**src/rtl/valve_supervisor_pkg.sv**
```systemverilog
package valve_supervisor_pkg;
   // ----------------------------------------
   // scaling and thresholds
   // ----------------------------------------
   // currents in microamps, volts in millivolts, positions in 1/65535 of full travel
   localparam logic [15:0] ANALOG_OVER_UA = 16'h55F0;   // 22000 uA
   localparam logic [15:0] ANALOG_UNDER_UA = 16'h07D0;  // 2000 uA
   localparam logic [15:0] SUPPLY_UNDER_MV = 16'h4268;  // 17000 mV
   localparam logic [15:0] SUPPLY_OVER_MV = 16'h80E8;   // 33000 mV
   localparam logic [15:0] CLOSED_POS = 16'h0000;
   // filter coefficient 0.002 as fraction of 2^20
   localparam logic [11:0] FILT_COEFF = 12'h831;         // 2097 / 1048576
   localparam int FILT_SHIFT = 20;
   // ----------------------------------------
   // timing
   // ----------------------------------------
   localparam int CLK_MHZ = 100;
   localparam int MS_NS = 1000000;
   localparam int CLK_NS = 10;
   localparam int MS_CYCLES = MS_NS / CLK_NS;
   localparam logic [15:0] MISMATCH_DELAY_MIN_MS = 16'h0032; // 50 ms
   localparam logic [15:0] MISMATCH_DELAY_MAX_MS = 16'h1388; // 5000 ms
   localparam logic [15:0] MISMATCH_LIMIT_RESET = 16'h028F; // 1% of travel
   localparam logic [19:0] MS_CYCLES_W = 20'(MS_CYCLES);
   // ----------------------------------------
   // wishbone register map (word offsets as byte addresses)
   // ----------------------------------------
   localparam logic [7:0] REG_COMMAND = 8'h00;
   localparam logic [7:0] REG_MISMATCH = 8'h04;
   localparam logic [7:0] REG_GAP = 8'h08;
   localparam logic [7:0] REG_CONFIG = 8'h0C;
   localparam logic [7:0] REG_FAULTS = 8'h10;
   localparam logic [7:0] REG_STATUS = 8'h14;
   localparam logic [7:0] REG_FEEDBACK = 8'h18;
   localparam logic [7:0] REG_FILTERED = 8'h1C;
   // command bits
   localparam int CMD_SHUTDOWN = 0;
   localparam int CMD_RESET = 1;
   localparam int CMD_CHECK = 2;
   localparam int CMD_ANALOG_FIRST = 3;
   localparam int CMD_FALLBACK = 4;
   // fault bit positions
   localparam int F_ANALOG_OVER = 0;
   localparam int F_ANALOG_UNDER = 1;
   localparam int F_MISMATCH = 2;
   localparam int F_NETWORK = 3;
   localparam int F_GAP_A = 4;
   localparam int F_GAP_B = 5;
   localparam int F_SUPPLY_UNDER = 6;
   localparam int F_SUPPLY_OVER = 7;
   localparam int F_STORE = 8;
   localparam int F_SENSOR_A = 9;
   localparam int F_SENSOR_B = 10;
   localparam int F_POSITION = 11;
   localparam int F_COLD_START = 12;
   localparam int NUM_FAULTS = 13;
   localparam logic [12:0] FAULT_RESET = 13'h1000;
   // feedback pick modes
   localparam logic [1:0] PICK_HIGHER = 2'h0;
   localparam logic [1:0] PICK_LOWER = 2'h1;
   localparam logic [1:0] PICK_MEAN = 2'h2;
   // ----------------------------------------
   // shutdown states
   // ----------------------------------------
   typedef enum logic [2:0] {
      ST_RUN = 3'b001,
      ST_POS_SHUTDOWN = 3'b010,
      ST_SYS_SHUTDOWN = 3'b100
   } sd_state_t;
endpackage : valve_supervisor_pkg

```
**src/rtl/valve_fault_supervisor.sv**
```systemverilog
// Chosen here: the placing of the registers and the Wishbone slave port.
`timescale 1ns/10ps
// Overview of operation
// - analog current above 22 mA latches over fault and shuts down
// - analog current below 2 mA latches under fault and shuts down
// - analog-first bit picks analog demand when both healthy, else network demand
// - fallback bit switches to analog on network failure; off together with analog-first bit disables analog checks
// - demand mismatch flag when fallback bit set and digital and analog differ beyond limit
// - mismatch shutdown only after limit exceeded for the configured delay
// - network fault on bad message, duplicate node, bus off or silence
// - dual feedback picks higher, lower or mean reading by mode
// - first gap fault when resolver readings differ beyond limit a
// - second gap fault when resolver readings differ beyond limit b
// - supply under fault below 17 V, over fault above 33 V
// - store fault only when both parameter copies bad on access
// - filtered current moves by 0.002 of the difference each sample
// - sensor a fault on bad resolver 1; run on resolver 2 if fitted
// - sensor b fault on bad resolver 2; run on resolver 1 if dual
// - feedback differing from demand sets position fault and shuts down
// - cold start flag set at power-up; shutdown held until reset
// - only a rising reset command edge leaves shutdown and clears flags
// - sensor check runs only when bit set, shut down and closed
// - shutdown command forces shutdown and the shutdown status bit
// - position shutdown: current-control closure, milliamp output zero, status shutdown
// - system shutdown: last pwm closure attempt, milliamp output zero, status shutdown
// - pick mode codes: 0 higher, 1 lower, 2 mean
module valve_fault_supervisor
   import valve_supervisor_pkg::*;
(
   input wire logic clk_sys,
   input wire logic rst_b,
   input wire logic wbCycI,
   input wire logic wbStbI,
   input wire logic wbWeI,
   input wire logic [7:0] wbAdrI,
   input wire logic [3:0] wbSelI,
   input wire logic [31:0] wbDatI,
   output logic [31:0] wbDatO,
   output logic wbAckO,
   input wire logic [15:0] analogCurrentUa,
   input wire logic [15:0] analogDemand,
   input wire logic [15:0] networkDemand,
   input wire logic msgBad,
   input wire logic nodeDuplicate,
   input wire logic busOff,
   input wire logic msgSilence,
   input wire logic [15:0] supplyMv,
   input wire logic [15:0] angleA,
   input wire logic [15:0] angleB,
   input wire logic angleAValid,
   input wire logic angleBValid,
   input wire logic dualFitted,
   input wire logic storeAccess,
   input wire logic copyAGood,
   input wire logic copyBGood,
   input wire logic [15:0] currentSample,
   input wire logic currentStrobe,
   output logic repairCopyA,
   output logic repairCopyB,
   output logic [15:0] activeDemand,
   output logic [15:0] feedbackPos,
   output logic [15:0] filteredCurrent,
   output logic currentCloseDrive,
   output logic pwmCloseDrive,
   output logic milliampZero,
   output logic statusShutdown,
   output logic sensorCheckRun
);
   // ----------------------------------------
   // helpers
   // ----------------------------------------
   function automatic logic [15:0] absDiff(input logic [15:0] a, input logic [15:0] b);
      absDiff = (a > b) ? (a - b) : (b - a);
   endfunction : absDiff

   // ----------------------------------------
   // registers
   // ----------------------------------------
   logic [4:0] command_reg;
   logic [15:0] mismatchLimit_reg;
   logic [15:0] mismatchDelay_reg;
   logic [15:0] gapLimitA_reg;
   logic [15:0] gapLimitB_reg;
   logic [1:0] pickMode_reg;
   logic resetPrev_reg;
   logic [NUM_FAULTS-1:0] faults_reg;
   logic [NUM_FAULTS-1:0] cause;
   sd_state_t state_reg;
   sd_state_t state_next;
   logic [19:0] msCount_reg;
   logic [15:0] mismatchMs_reg;
   logic [35:0] filt_reg;
   logic wbAccess;
   logic resetEdge;

   assign wbAccess = wbCycI && wbStbI && !wbAckO;
   assign resetEdge = command_reg[CMD_RESET] && !resetPrev_reg;

   // ----------------------------------------
   // wishbone slave, one registered ack a cycle after the strobe
   // ----------------------------------------
   always_ff @(posedge clk_sys or negedge rst_b) begin
      if (!rst_b) begin
         wbAckO <= 1'b0;
      end else begin
         wbAckO <= wbAccess;
      end
   end

   always_ff @(posedge clk_sys or negedge rst_b) begin
      if (!rst_b) begin
         command_reg <= 5'h00;
         mismatchLimit_reg <= MISMATCH_LIMIT_RESET;
         mismatchDelay_reg <= MISMATCH_DELAY_MIN_MS;
         gapLimitA_reg <= 16'h0000;
         gapLimitB_reg <= 16'h0000;
         pickMode_reg <= PICK_HIGHER;
      end else if (wbCycI && wbStbI && wbWeI && wbAckO) begin
         // write lands on the ack edge, where the master sees it done
         case (wbAdrI)
            REG_COMMAND: begin
               if (wbSelI[0]) command_reg <= wbDatI[4:0];
            end
            REG_MISMATCH: begin
               if (wbSelI[0]) mismatchLimit_reg[7:0] <= wbDatI[7:0];
               if (wbSelI[1]) mismatchLimit_reg[15:8] <= wbDatI[15:8];
               if (wbSelI[2]) mismatchDelay_reg[7:0] <= wbDatI[23:16];
               if (wbSelI[3]) mismatchDelay_reg[15:8] <= wbDatI[31:24];
            end
            REG_GAP: begin
               if (wbSelI[0]) gapLimitA_reg[7:0] <= wbDatI[7:0];
               if (wbSelI[1]) gapLimitA_reg[15:8] <= wbDatI[15:8];
               if (wbSelI[2]) gapLimitB_reg[7:0] <= wbDatI[23:16];
               if (wbSelI[3]) gapLimitB_reg[15:8] <= wbDatI[31:24];
            end
            REG_CONFIG: begin
               // unused code 3 behaves as mean
               if (wbSelI[0]) pickMode_reg <= wbDatI[1:0];
            end
            default: begin
            end
         endcase
      end
   end

   always_ff @(posedge clk_sys or negedge rst_b) begin
      if (!rst_b) begin
         wbDatO <= 32'h0000_0000;
      end else if (wbAccess && !wbWeI) begin
         case (wbAdrI)
            REG_COMMAND: wbDatO <= {27'h0, command_reg};
            REG_MISMATCH: wbDatO <= {mismatchDelay_reg, mismatchLimit_reg};
            REG_GAP: wbDatO <= {gapLimitB_reg, gapLimitA_reg};
            REG_CONFIG: wbDatO <= {30'h0, pickMode_reg};
            REG_FAULTS: wbDatO <= {19'h0, faults_reg};
            REG_STATUS: wbDatO <= {27'h0, sensorCheckRun, statusShutdown, state_reg};
            REG_FEEDBACK: wbDatO <= {activeDemand, feedbackPos};
            REG_FILTERED: wbDatO <= {16'h0, filteredCurrent};
            default: wbDatO <= 32'h0000_0000;
         endcase
      end
   end

   always_ff @(posedge clk_sys or negedge rst_b) begin
      if (!rst_b) begin
         resetPrev_reg <= 1'b0;
      end else begin
         resetPrev_reg <= command_reg[CMD_RESET];
      end
   end

   // ----------------------------------------
   // demand selection and feedback
   // ----------------------------------------
   logic analogUsed;
   logic analogHealthy;
   logic networkFail;
   logic sensorAOk;
   logic sensorBOk;
   logic [16:0] angleSum;

   assign networkFail = msgBad || nodeDuplicate || busOff || msgSilence;
   assign analogUsed = command_reg[CMD_FALLBACK] || command_reg[CMD_ANALOG_FIRST];
   assign analogHealthy = analogUsed && !cause[F_ANALOG_OVER] && !cause[F_ANALOG_UNDER];
   assign sensorAOk = angleAValid;
   assign sensorBOk = angleBValid && dualFitted;
   assign angleSum = {1'b0, angleA} + {1'b0, angleB};

   always_ff @(posedge clk_sys or negedge rst_b) begin
      if (!rst_b) begin
         activeDemand <= 16'h0000;
      end else if (command_reg[CMD_ANALOG_FIRST] && analogHealthy && !networkFail) begin
         activeDemand <= analogDemand;
      end else if (command_reg[CMD_FALLBACK] && networkFail && analogHealthy) begin
         activeDemand <= analogDemand;
      end else begin
         activeDemand <= networkDemand;
      end
   end

   always_ff @(posedge clk_sys or negedge rst_b) begin
      if (!rst_b) begin
         feedbackPos <= 16'h0000;
      end else if (sensorAOk && sensorBOk) begin
         case (pickMode_reg)
            PICK_HIGHER: feedbackPos <= (angleA > angleB) ? angleA : angleB;
            PICK_LOWER: feedbackPos <= (angleA < angleB) ? angleA : angleB;
            default: feedbackPos <= angleSum[16:1];
         endcase
      end else if (sensorBOk) begin
         feedbackPos <= angleB;
      end else if (sensorAOk) begin
         feedbackPos <= angleA;
      end
   end

   // ----------------------------------------
   // fault causes
   // ----------------------------------------
   logic mismatchOver;
   logic mismatchExpired;
   logic storeBothBad;
   logic checkAllowed;

   // limit of 0 flags any difference at all; control system keeps 50..5000 ms
   assign mismatchOver = command_reg[CMD_FALLBACK]
      && (absDiff(networkDemand, analogDemand) > mismatchLimit_reg);
   assign mismatchExpired = mismatchOver && (mismatchMs_reg >= mismatchDelay_reg);
   assign storeBothBad = storeAccess && !copyAGood && !copyBGood;

   always_comb begin
      cause = '0;
      cause[F_ANALOG_OVER] = analogUsed && (analogCurrentUa > ANALOG_OVER_UA);
      cause[F_ANALOG_UNDER] = analogUsed && (analogCurrentUa < ANALOG_UNDER_UA);
      cause[F_MISMATCH] = mismatchOver;
      cause[F_NETWORK] = networkFail;
      cause[F_GAP_A] = sensorAOk && sensorBOk
         && (absDiff(angleA, angleB) > gapLimitA_reg);
      cause[F_GAP_B] = sensorAOk && sensorBOk
         && (absDiff(angleA, angleB) > gapLimitB_reg);
      cause[F_SUPPLY_UNDER] = supplyMv < SUPPLY_UNDER_MV;
      cause[F_SUPPLY_OVER] = supplyMv > SUPPLY_OVER_MV;
      cause[F_STORE] = storeBothBad;
      cause[F_SENSOR_A] = !angleAValid;
      cause[F_SENSOR_B] = dualFitted && !angleBValid;
      cause[F_POSITION] = (state_reg == ST_RUN) && (feedbackPos != activeDemand);
      cause[F_COLD_START] = 1'b0;
   end

   // set wins over the reset-edge clear
   always_ff @(posedge clk_sys or negedge rst_b) begin
      if (!rst_b) begin
         faults_reg <= FAULT_RESET;
      end else if (resetEdge) begin
         faults_reg <= cause;
      end else begin
         faults_reg <= faults_reg | cause;
      end
   end

   // store copy repair strobes
   always_ff @(posedge clk_sys or negedge rst_b) begin
      if (!rst_b) begin
         repairCopyA <= 1'b0;
         repairCopyB <= 1'b0;
      end else begin
         repairCopyA <= storeAccess && !copyAGood && copyBGood;
         repairCopyB <= storeAccess && copyAGood && !copyBGood;
      end
   end

   // ----------------------------------------
   // mismatch timer, millisecond ticks
   // ----------------------------------------
   always_ff @(posedge clk_sys or negedge rst_b) begin
      if (!rst_b) begin
         msCount_reg <= 20'h00000;
      end else if (msCount_reg == MS_CYCLES_W - 20'h00001) begin
         msCount_reg <= 20'h00000;
      end else begin
         msCount_reg <= msCount_reg + 20'h00001;
      end
   end

   always_ff @(posedge clk_sys or negedge rst_b) begin
      if (!rst_b) begin
         mismatchMs_reg <= 16'h0000;
      end else if (!mismatchOver) begin
         mismatchMs_reg <= 16'h0000;
      end else if (msCount_reg == MS_CYCLES_W - 20'h00001 && mismatchMs_reg != 16'hFFFF) begin
         mismatchMs_reg <= mismatchMs_reg + 16'h0001;
      end
   end

   // ----------------------------------------
   // shutdown state machine
   // ----------------------------------------
   logic sysFault;
   logic posFault;

   // internal faults force the harsher pwm closure
   assign sysFault = cause[F_STORE] || cause[F_SUPPLY_UNDER] || cause[F_SUPPLY_OVER]
      || (!sensorAOk && !sensorBOk);
   assign posFault = cause[F_ANALOG_OVER] || cause[F_ANALOG_UNDER] || cause[F_POSITION]
      || cause[F_GAP_B] || mismatchExpired || command_reg[CMD_SHUTDOWN]
      || (networkFail && !(command_reg[CMD_FALLBACK] && analogHealthy));

   always_comb begin
      state_next = state_reg;
      case (state_reg)
         ST_RUN: begin
            if (sysFault) state_next = ST_SYS_SHUTDOWN;
            else if (posFault) state_next = ST_POS_SHUTDOWN;
         end
         ST_POS_SHUTDOWN: begin
            if (sysFault) state_next = ST_SYS_SHUTDOWN;
            else if (resetEdge && !posFault) state_next = ST_RUN;
         end
         ST_SYS_SHUTDOWN: begin
            if (resetEdge && !sysFault && !posFault) state_next = ST_RUN;
         end
         default: state_next = ST_POS_SHUTDOWN;
      endcase
   end

   always_ff @(posedge clk_sys or negedge rst_b) begin
      if (!rst_b) begin
         state_reg <= ST_POS_SHUTDOWN;
      end else begin
         state_reg <= state_next;
      end
   end

   always_ff @(posedge clk_sys or negedge rst_b) begin
      if (!rst_b) begin
         currentCloseDrive <= 1'b0;
         pwmCloseDrive <= 1'b0;
         milliampZero <= 1'b1;
         statusShutdown <= 1'b1;
      end else begin
         currentCloseDrive <= (state_next == ST_POS_SHUTDOWN);
         pwmCloseDrive <= (state_next == ST_SYS_SHUTDOWN);
         milliampZero <= (state_next != ST_RUN);
         statusShutdown <= (state_next != ST_RUN) || command_reg[CMD_SHUTDOWN];
      end
   end

   // ----------------------------------------
   // manual sensor check
   // ----------------------------------------
   assign checkAllowed = command_reg[CMD_CHECK] && (state_reg != ST_RUN)
      && (feedbackPos == CLOSED_POS) && (activeDemand == CLOSED_POS);

   always_ff @(posedge clk_sys or negedge rst_b) begin
      if (!rst_b) begin
         sensorCheckRun <= 1'b0;
      end else begin
         sensorCheckRun <= checkAllowed;
      end
   end

   // ----------------------------------------
   // current filter, 0.002 step
   // ----------------------------------------
   logic signed [36:0] filtDelta;
   logic signed [49:0] filtStep;
   assign filtDelta = $signed({1'b0, currentSample, 20'h00000}) - $signed({1'b0, filt_reg});
   assign filtStep = (filtDelta * $signed({1'b0, FILT_COEFF})) >>> FILT_SHIFT;
   assign filteredCurrent = filt_reg[35:20];

   always_ff @(posedge clk_sys or negedge rst_b) begin
      if (!rst_b) begin
         filt_reg <= 36'h0_0000_0000;
      end else if (currentStrobe) begin
         filt_reg <= 36'(filtStep[35:0] + filt_reg);
      end
   end

   // ----------------------------------------
   // checks
   // ----------------------------------------
   AST_OVER_SHUTS: assert property (@(posedge clk_sys) disable iff (!rst_b)
      (state_reg == ST_RUN && !sysFault && cause[F_ANALOG_OVER]) |=> state_reg == ST_POS_SHUTDOWN)
      else $error("analog over did not shut down");
   AST_UNDER_FLAG: assert property (@(posedge clk_sys) disable iff (!rst_b)
      cause[F_ANALOG_UNDER] |=> faults_reg[F_ANALOG_UNDER])
      else $error("analog under not latched");
   AST_NO_ANALOG_DIAG: assert property (@(posedge clk_sys) disable iff (!rst_b)
      (!analogUsed && resetEdge) |=> !faults_reg[F_ANALOG_OVER] && !faults_reg[F_ANALOG_UNDER])
      else $error("analog diagnostics while ignored");
   AST_MISMATCH_WAIT: assert property (@(posedge clk_sys) disable iff (!rst_b)
      ($past(mismatchOver) && msCount_reg != 20'h00000) |-> $stable(mismatchMs_reg))
      else $error("mismatch expired early");
   AST_SUPPLY: assert property (@(posedge clk_sys) disable iff (!rst_b)
      (supplyMv > SUPPLY_OVER_MV) |=> faults_reg[F_SUPPLY_OVER] && state_reg == ST_SYS_SHUTDOWN)
      else $error("supply over not handled");
   AST_NO_RESET_HOLD: assert property (@(posedge clk_sys) disable iff (!rst_b)
      (state_reg != ST_RUN && !resetEdge) |=> state_reg != ST_RUN)
      else $error("left shutdown without reset edge");
   AST_LATCH: assert property (@(posedge clk_sys) disable iff (!rst_b)
      (faults_reg[F_NETWORK] && !resetEdge) |=> faults_reg[F_NETWORK])
      else $error("fault dropped without reset");
   AST_CHECK_GATE: assert property (@(posedge clk_sys) disable iff (!rst_b)
      sensorCheckRun |-> $past(state_reg) != ST_RUN && $past(command_reg[CMD_CHECK]))
      else $error("sensor check outside shutdown");
   AST_SD_CMD: assert property (@(posedge clk_sys) disable iff (!rst_b)
      command_reg[CMD_SHUTDOWN] |=> statusShutdown ##1 milliampZero)
      else $error("shutdown command ignored");
   AST_MA_ZERO: assert property (@(posedge clk_sys) disable iff (!rst_b)
      currentCloseDrive |-> milliampZero && statusShutdown && !pwmCloseDrive)
      else $error("position shutdown outputs wrong");
endmodule : valve_fault_supervisor

```
**config.mk**
```make
export PLATFORM = sky130hd
export DESIGN_NAME = valve_fault_supervisor
export DESIGN_NICKNAME = d
export VERILOG_FILES = /design/src/rtl/valve_supervisor_pkg.sv /design/src/rtl/valve_fault_supervisor.sv
export SDC_FILE = /design/constraint.sdc
export NUM_CORES = 1
export LEC_CHECK = 0
export BUFFER_PORTS_ARGS = -buffer_cell sky130_fd_sc_hd__buf_4
export CORE_MARGIN = 10
export CORE_UTILIZATION = 50
export CTS_CLUSTER_SIZE = 20
export DETAILED_ROUTE_END_ITERATION = 10
export HOLD_SLACK_MARGIN = 0.1
export PLACE_DENSITY_LB_ADDON = 0.15
export RECOVER_POWER = 50
export SETUP_SLACK_MARGIN = 0.15
export SLEW_MARGIN = 20
export SYNTH_ARGS = -nofsm -noshare
export SYNTH_HDL_FRONTEND = slang
export SYNTH_SLANG_ARGS = --single-unit
```
**constraint.sdc**
```tcl
create_clock -name clk_sys -period 12.2 [get_ports clk_sys]
set_clock_uncertainty 0.05 [all_clocks]
set_input_delay 3.05 -clock clk_sys [delete_from_list [all_inputs] [get_ports clk_sys]]
set_output_delay 3.05 -clock clk_sys [all_outputs]
set_load 0.005 [all_outputs]
```
# --- Word level (Yosys, flattened, before mapping) ---
# Index checks and enable logic that the tools add are counted.
totals:
  regBits: 232
  out_inout_bits: 88
  elab_cells: 169
op_classes:
  addsub: 9
  mul: 1
  magnitude_cmp: 11
  eq_ne: 19
  mux: 21
  n_bitwise: 1
  reduce_logical: 80
ops:
  columns: ["cell", "count"]
  rows:
  - ["case mux 32 bit (8 select lines)", 1]
  - ["2-to-1 mux 16 bit", 11]
  - ["greater-than comparator 16 bit", 5]
  - ["subtractor 16 bit", 4]
  - ["multiplier 37 x 13 -> 50 bit (second input constant)", 1]
  - ["logical AND 1 bit", 37]
  - ["subtractor 36 x 36 -> 37 bit", 1]
  - ["adder 36 bit", 1]
  - ["equality test 8 x 5 -> 1 bit (second input constant)", 4]
  - ["logical NOT 16 bit", 2]
  - ["case mux 16 bit (2 select lines)", 1]
  - ["AND reduction 3 bit", 10]
  - ["adder 20 x 1 -> 20 bit (second input constant)", 1]
  - ["equality test 20 x 17 -> 1 bit (second input constant)", 1]
  - ["2-to-1 mux 20 bit", 1]
  - ["adder 16 x 16 -> 17 bit", 1]
  - ["adder 16 x 1 -> 16 bit (second input constant)", 1]
  - ["equality test 8 x 4 -> 1 bit (second input constant)", 2]
  - [">= comparator 16 bit", 1]
  - ["greater-than comparator 16 x 15 -> 1 bit (second input constant)", 1]
  - ["greater-than comparator 16 bit (second input constant)", 1]
  - ["less-than comparator 16 x 11 -> 1 bit (second input constant)", 1]
  - ["less-than comparator 16 x 15 -> 1 bit (second input constant)", 1]
  - ["less-than comparator 16 bit", 1]
  - ["other kinds (18)", 51]

# --- Depth between registers and ports, before layout ---
# Gate-level depths: netlist (run 1).
logic_depth:
  depth_word: 16
  mapped_depth: 40
  depth_no_buf: 40

# --- Worst setup path after synthesis (run 1) ---
# Ideal clock, no wire load.
synth_timing:
  path_kind: "input to register"
  start: "input port currentSample[1]"
  end: "register filt_reg[35]"
  arrival_ns: 10.501
  t_required_ns: 12.027
  path_slack_ns: 1.525
  path_stages: 34
  n_path_buf: 0
  cell_sequence: "ha_1 > a21o_1 > a21oi_1 > o21ai_2 > a311oi_1 > o21ai_1 > a41oi_1 > nand2b_1 > xnor2_1 > ha_1 > ha_1 > ha_1 > fa_1 > inv_1 > fa_1 > inv_1 > ha_1 > or2_2 > nand3b_1 > a21oi_1 > o21ai_0 > a31oi_1 > o2bb2ai_1 > xnor2_1 > ha_1 > a21o_1 > o41ai_1 > a2bb2oi_1 > o21a_1 > a21o_1 > o21ai_0 > xor2_1 > nand2_1 > xnor2_1"
synth_via:
  elab_chain_cells: 3
synth_lines:
  columns: ["item", "line", "source"]
  rows:
  - ["start: declaration", "valve_fault_supervisor.sv:56", "input wire logic [15:0] currentSample,"]
  - ["subtractor 36 x 36 -> 37 bit", "valve_fault_supervisor.sv:367", "assign filtDelta = $signed({1'b0, currentSample, 20'h00000}) - $signed({1'b0, filt_reg});"]
  - ["multiplier 37 x 13 -> 50 bit", "valve_fault_supervisor.sv:368", "assign filtStep = (filtDelta * $signed({1'b0, FILT_COEFF})) >>> FILT_SHIFT;"]
  - ["adder 36 bit", "valve_fault_supervisor.sv:375", "filt_reg <= 36'(filtStep[35:0] + filt_reg);"]
  - ["end signal: assignment", "valve_fault_supervisor.sv:375", null]
  - ["end: declaration", "valve_fault_supervisor.sv:92", "logic [35:0] filt_reg;"]
# No other way between the ends.
# A chain may end at the register's enable or synchronous reset.

# --- Final worst setup path (run 1) ---
# Ends and elaborated chain as after synthesis.

==> metrics, run 1 <==
worst hold slack across all endpoints 0.380 ns; Worst Setup Start Kind input port; Starting DRT DRC Count 1658; Top Ports 260; Post-synth EDFFs 0; initial core utilization 50.8%; final hold violation count 0; area taken by multi-input logic gates 0.0167 sq mm; pin slew with the least headroom to its limit 5.12 ns; cts repair resizes 0; remaining antenna violation count after routing 0; number of vias in the routed layout 21.2k; global router's overall resource usage 26.4%; leading register cell type out of synthesis sky130_fd_sc_hd__dfrtp_1; Clk Latency, worst-skew pair 0.60 ns; count of max-cap constraint violations 4; Netlist cell types 82; Fill cells 4315; Final Cycle Share 92.3%; Period minus WS final 11.26 ns; slowest stage delay, CP 0.58 ns; Register Area 0.00582 sq mm; final count of negative-setup-slack endpoints 0; Critical Setup Path Class input port to flip-flop; Arrival @ worst endpoint 11.69 ns; average vias per placed instance 5.81; total iterations of the first detailed-routing run 9; TritonCTS sink count 232; number of slew-limit violations in the final report 262; antenna violations before repair 2; first-pass GRT wire length 120 mm; routability-driven placement congestion ratio 0.966; total nets after synthesis 3416; Gate Count Post-Synth 2799; pin count of the biggest net entering global routing 88; vias in the first global route 21.5k; number of buffers on the longest clock path 3; Netlist Area Pre-Place 0.0243 sq mm; Max-Slew Margin vs Limit -241%; number of rows in the core area 80; failing checks max-capacitance violations, max-slew violations; Peak Freq 0.0888 GHz; library cell appearing most often on the critical path sky130_fd_sc_hd__ha_1; die area 0.0579 sq mm; Area Overhead vs Synth 13.6%; warning count from the yosys run 0; clock tree from TritonCTS yes; Seq cells post-synth 232; Hold Crit Class flip-flop to flip-flop; Clock Pin Slew Worst Setup and Hold Paths 0.06 ns; setup repair after global routing missed its margin no; HPWL after DPL 62.5 mm; Total Routed Length 77.0 mm; number of remaining DRC errors 0; wire length per cell 21.1 microns; ranking of synthesized cells by area sky130_fd_sc_hd__dfrtp_1, sky130_fd_sc_hd__ha_1, sky130_fd_sc_hd__fa_1; setup TNS 0 ns; H-tree depth reported by CTS 1; number of buffers created by CTS 29; Die X-Extent 241 microns; Die Height 241 microns; sequential fraction of the synthesis area 23.9%; max reg flops 36; Worst Path Max Fanout 7; library cell used as clock root buffer sky130_fd_sc_hd__clkbuf_16; Post-Synthesis Mean Instance Area 8.70 sq um; Placeable Area 0.0479 sq mm; Total Nets Final 3623; GR Overflow Total 0; run status complete, but fails checks; Required @ worst endpoint 12.62 ns; share of Yosys cell area claimed by the top area cell type 22.5%; Critical Path Slowest Stage Cell sky130_fd_sc_hd__a311oi_1; post-synth top area cell sky130_fd_sc_hd__dfrtp_1; layout cells sized above 1 13.5%; Post CTS Setup Buffer Count 0; FFs w/ async S/R, synth 100%; Worst Setup End Kind flip-flop; Post-CTS Hold Buffers 0; quantity of I/O buffers inserted on ports 259
[final timing paths]
check | start | end | slack, ns | cells past startpoint
min in group asynchronous | rst_b | msCount_reg[15] | 4.27 | 1
worst max register to register | filt_reg[8] | filt_reg[27] | 2.50 | 36
worst min-delay path | command_reg[1] | resetPrev_reg | 0.38 | 0
max in group asynchronous | rst_b | activeDemand[2] | 2.22 | 2
worst min register to register | command_reg[1] | resetPrev_reg | 0.38 | 0
worst max-delay path | currentSample[1] | filt_reg[35] | 0.94 | 35
[per-stage QoR]
step / cell area (sq um) / worst slack (ns) / std cells / util, %
final: 27600 / 0.935 / 3646 / 57.7
after global routing: 27600 / 0.418 / 3645 / 57.7
after CTS: 27700 / 1.13 / 3644 / 57.8
after detailed placement: 26800 / 0.528 / 3590 / 55.9
after global placement: 26800 / 0.774 / 3590 / 55.8
after floorplan: 24300 / 1.53 / 2799 / -
[metal layers]
metal  global-route usage [%]  wire, microns  up-vias
li1                         -              -    10100
met1                     33.4          33000    10200
met2                     44.3          36300      661
met3                     5.00           5170      134
met4                     8.97           2570        2
met5                        0             19        -
[synthesized netlist by cell type, drive strengths merged, types with 6 or more instances]
cell and instances:
xnor2 132, buf 33, nand2 221, clkbuf 73, mux4 14, nand4 37
nor2b 32, a21o 86, nor2 169, mux2i 37, mux2 40, o21ai 179
a22o 7, a211oi 16, nand3 55, a22oi 15, o21bai 22, o22ai 8
ha 374, o21a 20, nand2b 24, o211ai 13, inv 369, a221oi 11
nor3b 8, xor2 77, a31oi 19, and2 20, and3 26, a222oi 25
nor3 35, dfstp 13, and4 6, nand3b 6, a21oi 171, fa 71
or4 7, nor4 30, dfrtp 219, a221o 6
[worst max-delay path: cells and delay by family]
family / cells / cell delay, ns
AND/OR/NAND/NOR: 4 / 0.82
buffers and inverters: 3 / 0.22
adder cells (fa/ha/maj): 7 / 2.73
XOR/XNOR: 4 / 0.64
AO/OA/AOI/OAI: 17 / 4.20
[final cells by class]
type / count / share of cell area [%]
flip-flops and latches: 232 / 21.1
well taps: 615 / 2.78
multi-input cells: 2092 / 60.3
diodes: 2 / 0.0181
repair buffers: 282 / 7.45
inverters: 369 / 5.01
clock inverters: 11 / 0.339
clock buffers: 43 / 3.03
[logic make-up (layout without fill, tap and decap cells)]
kind of cell               count (synthesis)  after routing  synth area share (%)
adders and majority gates                445            445                  25.1
xor gates and xnor gates                 209            209                  7.52
muxes                                     91             91                  4.67
other                                      0              2                     0
buffers and inverters                    475            705                  7.65
DFF                                      232            232                  23.9
AOI/OAI and AO/OA                        653            653                  17.4
and+or+nand+nor                          694            694                  13.8
[cells in the final DEF, fill, tap and decap left out, types with 55 or more instances in the layout]
master	Yosys	routed
sky130_fd_sc_hd__inv_1	369	369
sky130_fd_sc_hd__nor2_1	169	167
sky130_fd_sc_hd__dfrtp_1	219	219
sky130_fd_sc_hd__xor2_1	77	77
sky130_fd_sc_hd__nand2_1	220	220
sky130_fd_sc_hd__fa_1	71	71
sky130_fd_sc_hd__a21o_1	86	86
sky130_fd_sc_hd__xnor2_1	132	132
sky130_fd_sc_hd__a21oi_1	168	169
sky130_fd_sc_hd__nand3_1	55	55
sky130_fd_sc_hd__ha_1	374	374
sky130_fd_sc_hd__o21ai_0	175	175
sky130_fd_sc_hd__buf_4	19	248
Power of run 1 is left out: the tool's default activity adds up to more than one toggle a clock period on the data nets, which glitch-free logic cannot reach.
==> inputs of run 2 (changes only) <==
==> constraint.sdc (replaced) <==
create_clock -name clk_sys -period 12.55 [get_ports clk_sys]
set_clock_uncertainty 0.05 [all_clocks]
set_input_delay 3.1375 -clock clk_sys [delete_from_list [all_inputs] [get_ports clk_sys]]
set_output_delay 3.1375 -clock clk_sys [all_outputs]
set_load 0.005 [all_outputs]
==> run 2 against run 1 <==
Against the previous run: the flow still finishes with violations (max-capacitance violations, max-slew violations); flip-flop and latch count did not move; largest cell class unchanged; critical path depth rose by 1; first-iteration DRC count rose by 4.8%; non-clock buffer count fell by 6.
==> metrics, run 2 (synthesis results as in run 1) <==
run status complete, but fails checks; failing checks max-capacitance violations, max-slew violations; slowest stage delay, CP 0.54 ns; final count of negative-setup-slack endpoints 0; Clk Latency, worst-skew pair 0.59 ns; Period minus WS final 11.30 ns; H-tree depth reported by CTS 1; library cell appearing most often on the critical path sky130_fd_sc_hd__ha_1; HPWL after DPL 62.6 mm; number of slew-limit violations in the final report 262; Worst Path Max Fanout 8; Worst Setup Start Kind input port; Starting DRT DRC Count 1737; library cell used as clock root buffer sky130_fd_sc_hd__clkbuf_16; number of buffers on the longest clock path 3; setup slack of the critical path after layout 1.25 ns; Worst Setup Slack post-DPL 0.712 ns; hold depth 0; cts repair resizes 0; Worst Setup End Kind flip-flop; layout cells sized above 1 12.7%; Die Height 241 microns; Max-Slew Margin vs Limit -350%; Top Ports 260; GR Overflow Total 0; TritonCTS sink count 232; remaining antenna violation count after routing 0; total iterations of the first detailed-routing run 7; worst hold path startpoint command_reg[1]; worst reg2reg endpoint filt_reg[34]; average vias per placed instance 5.79; setup TNS 0 ns; Worst R2R Path Depth 33; setup repair after global routing missed its margin no; Total Nets Final 3617; Arrival @ worst endpoint 11.71 ns; clock tree from TritonCTS yes; most frequent cells in the layout sky130_fd_sc_hd__ha_1, sky130_fd_sc_hd__inv_1, sky130_fd_sc_hd__nand2_1; number of buffers created by CTS 29; Hold Crit Class flip-flop to flip-flop; max reg flops 36; initial core utilization 50.8%; pin count of the biggest net entering global routing 118; Total Routed Length 77.2 mm; Die X-Extent 241 microns; Hold Path End resetPrev_reg; Critical Path Slowest Stage Cell sky130_fd_sc_hd__a311oi_1; end-of-flow core utilization 57.7%; Final Cycle Share 90.1%; worst hold slack across all endpoints 0.390 ns; die area 0.0579 sq mm; Required @ worst endpoint 12.95 ns; count of max-cap constraint violations 4; Placeable Area 0.0479 sq mm; routability-driven placement congestion ratio 0.984; source of the worst register-to-register timing path filt_reg[8]; Clock Pin Slew Worst Setup and Hold Paths 0.06 ns; Post-CTS Hold Buffers 0; pin slew with the least headroom to its limit 6.75 ns; FF-to-FF setup slack 2.83 ns; final hold violation count 0; number of rows in the core area 80; antenna violations before repair 2; Area Overhead vs Synth 13.6%; number of remaining DRC errors 0; number of vias in the routed layout 21.1k; Post CTS Setup Buffer Count 0; Peak Freq 0.0885 GHz; wire length per cell 21.2 microns; Critical Setup Path Class input port to flip-flop; most frequent standard cell in the layout excluding fill and tap cells sky130_fd_sc_hd__ha_1; first-pass GRT wire length 121 mm; quantity of I/O buffers inserted on ports 259; vias in the first global route 21.5k; global router's overall resource usage 26.5%
run 2: how the worst max path moves through the flow:
stage          slack [ns]             start           end
4_1_cts              1.31  currentSample[1]  filt_reg[35]
2_1_floorplan        1.79  currentSample[1]  filt_reg[35]
3_5_place_dp         0.71  currentSample[1]  filt_reg[35]
6_report             1.25  currentSample[1]  filt_reg[35]
3_3_place_gp         0.87  currentSample[1]  filt_reg[35]
5_1_grt              0.69  currentSample[0]  filt_reg[35]
run 2: stage by stage:
| stage | instances | area, sq um |
|---|---|---|
| finish | 3640 | 27700 |
| global route | 3640 | 27700 |
| CTS | 3638 | 27800 |
| detailed placement | 3584 | 26700 |
| global placement | 3584 | 26700 |
| floorplan | 2799 | 24300 |
run 2: metal layers:
metal,global-route usage (%),wire length [microns],vias to the layer above
met3,5.08,5300,132
met1,33.6,32800,10200
met4,8.45,2590,0
li1,-,-,10100
met5,0,0,-
met2,44.5,36500,651
run 2: critical path, delay by kind of cell:
kind	cells	cell delay (ns)
AOI/OAI and AO/OA	17	4.16
and+or+nand+nor	4	0.46
xor gates and xnor gates	5	1.02
adders and majority gates	7	2.70
buffers and inverters	3	0.22
run 2: cell type report:
class | instances | area, sq um
clock inverter | 19 | 305
tap | 615 | 769
timing repair buffer | 276 | 1930
antenna | 2 | 5.00
sequential | 232 | 5820
fill | 4326 | 20300
multi-input combinational | 2092 | 16700
inverter | 369 | 1390
clock buffer | 35 | 768
Power of run 2 is left out for the same reason.
==> inputs of run 3 (changes only) <==
--- a/config.mk
+++ b/config.mk
@@ -6,8 +6,10 @@
 export NUM_CORES = 1
 export LEC_CHECK = 0
 export BUFFER_PORTS_ARGS = -buffer_cell sky130_fd_sc_hd__buf_4
+export CELL_PAD_IN_SITES_DETAIL_PLACEMENT = 0
+export CELL_PAD_IN_SITES_GLOBAL_PLACEMENT = 1
 export CORE_MARGIN = 10
-export CORE_UTILIZATION = 50
+export CORE_UTILIZATION = 47
 export CTS_CLUSTER_SIZE = 20
 export DETAILED_ROUTE_END_ITERATION = 10
 export HOLD_SLACK_MARGIN = 0.1
==> run 3 against run 2 <==
Against the previous run: the flow still finishes with violations (max-capacitance violations, max-slew violations); first-iteration DRC count down 13%; critical path depth unchanged; via count down 0.68%; flip-flop and latch count unchanged; worst hold slack worse by 0.010 ns; cell area up 0.12%; global-route usage down 1.5 points; routed wire length up 0.62%; worst setup slack better by 0.048 ns; highest routed layer is now met5.
==> metrics, run 3 (synthesis results as in run 1) <==
Die X-Extent 248 microns; layout cells sized above 1 12.8%; remaining antenna violation count after routing 0; TritonCTS sink count 232; Arrival @ worst endpoint 11.66 ns; number of diodes 0; die area 0.0613 sq mm; Starting DRT DRC Count 1518; Worst Path Max Fanout 5; Clk Latency, worst-skew pair 0.60 ns; Hold Path End resetPrev_reg; Top Ports 260; initial core utilization 47.5%; library cell used as clock root buffer sky130_fd_sc_hd__clkbuf_16; number of remaining DRC errors 0; number of buffers created by CTS 29; Worst R2R Path Depth 33; Total Routed Length 77.7 mm; max reg flops 36; Placeable Area 0.0513 sq mm; antenna violations before repair 2; number of vias in the routed layout 20.9k; Period minus WS final 11.26 ns; area of placed instances 0.0268 sq mm; Clock Pin Slew Worst Setup and Hold Paths 0.06 ns; Total Nets Final 3620; GR Overflow Total 0; hold depth 0; worst hold path startpoint command_reg[1]; setup TNS 0 ns; worst hold slack across all endpoints 0.379 ns; Required @ worst endpoint 12.95 ns; wire length per cell 21.0 microns; total iterations of the first detailed-routing run 8; Final Cycle Share 89.7%; clock tree from TritonCTS yes; worst reg2reg endpoint filt_reg[34]; number of rows in the core area 83; final count of negative-setup-slack endpoints 0; Area Overhead vs Synth 13.7%; slowest stage delay, CP 0.56 ns; library cell appearing most often on the critical path sky130_fd_sc_hd__ha_1; number of slew-limit violations in the final report 216; Fill cells 4879; Hold Crit Class flip-flop to flip-flop; Max-Slew Margin vs Limit -355%; most frequent standard cell in the layout excluding fill and tap cells sky130_fd_sc_hd__ha_1; routability-driven placement congestion ratio 0.973; most frequent cells in the layout sky130_fd_sc_hd__ha_1, sky130_fd_sc_hd__inv_1, sky130_fd_sc_hd__nand2_1; average vias per placed instance 5.65; Peak Freq 0.0888 GHz; count of max-cap constraint violations 3; pin slew with the least headroom to its limit 6.82 ns; number of buffers on the longest clock path 3; design area 0.0277 sq mm; setup slack of the critical path after layout 1.29 ns; Worst Setup Start Kind input port; failing checks max-capacitance violations, max-slew violations; Worst Setup End Kind flip-flop; cts repair resizes 0; quantity of I/O buffers inserted on ports 259; setup repair after global routing missed its margin no; H-tree depth reported by CTS 1; Post CTS Setup Buffer Count 0; Critical Path Slowest Stage Cell sky130_fd_sc_hd__fa_1; Worst Setup Slack post-DPL 0.699 ns; final hold violation count 0; first-pass GRT wire length 121 mm; Post-CTS Hold Buffers 0; source of the worst register-to-register timing path filt_reg[8]; HPWL after DPL 63.7 mm; vias in the first global route 21.5k; FF-to-FF setup slack 2.78 ns; Critical Setup Path Class input port to flip-flop; global router's overall resource usage 25.0%; pin count of the biggest net entering global routing 121; run status complete, but fails checks; Die Height 248 microns
[run 3: changes by cell type in the layout (fill, tap and decap cells not counted)]
cell                        before  now
sky130_fd_sc_hd__dfstp_2        11   12
sky130_fd_sc_hd__clkinv_2        5    4
sky130_fd_sc_hd__inv_8           1    0
sky130_fd_sc_hd__bufinv_16       7    3
sky130_fd_sc_hd__clkinv_4        1    0
sky130_fd_sc_hd__inv_6           0    1
sky130_fd_sc_hd__dfstp_1         2    1
sky130_fd_sc_hd__buf_4         188  205
sky130_fd_sc_hd__clkbuf_8        2    8
sky130_fd_sc_hd__nor2_4          1    0
sky130_fd_sc_hd__diode_2         2    0
sky130_fd_sc_hd__clkbuf_4       50   35
sky130_fd_sc_hd__nor2_2          1    2
[run 3: per-stage QoR]
stage / std cells / utilization [%]
after floorplan: 2799 / -
final: 3705 / 54.0
after CTS: 3705 / 54.3
after detailed placement: 3652 / 52.3
after global routing: 3705 / 54.0
after global placement: 3652 / 52.3
[run 3: routing by layer]
metal | global-route usage (%) | routed length, microns | vias to the layer above
met5 | 0 | 24 | -
met4 | 7.15 | 2250 | 4
met3 | 3.20 | 4330 | 122
met2 | 43.1 | 37400 | 543
met1 | 32.3 | 33700 | 10200
li1 | - | - | 10100
[run 3: final cells by class]
cell class	count	area, sq um	share of cell area (%)
Sequential cell	232	5820	21.0
Tap cell	680	851	3.07
Inverter	369	1390	5.00
Timing Repair Buffer	279	1950	7.04
Multi-Input combinational cell	2092	16700	60.2
Clock inverter	13	169	0.610
Clock buffer	40	847	3.06
[run 3: critical path, delay by kind of cell]
family / cells / cell delay [ns]
adder cells (fa/ha/maj): 8 / 2.90
AND/OR/NAND/NOR: 4 / 0.66
AO/OA/AOI/OAI: 16 / 3.98
buffers and inverters: 4 / 0.37
XOR/XNOR: 4 / 0.61
[run 3: worst max-delay path by stage]
stage          depth (start not counted)  slack [ns]        startpoint           end
6_report                              36        1.29  currentSample[1]  filt_reg[35]
4_1_cts                               36        1.31  currentSample[1]  filt_reg[35]
5_1_grt                               36        0.56  currentSample[1]  filt_reg[35]
3_3_place_gp                          36        0.85  currentSample[1]  filt_reg[35]
3_5_place_dp                          36        0.70  currentSample[1]  filt_reg[35]
2_1_floorplan                         34        1.79  currentSample[1]  filt_reg[35]
Power of run 3 is left out for the same reason.
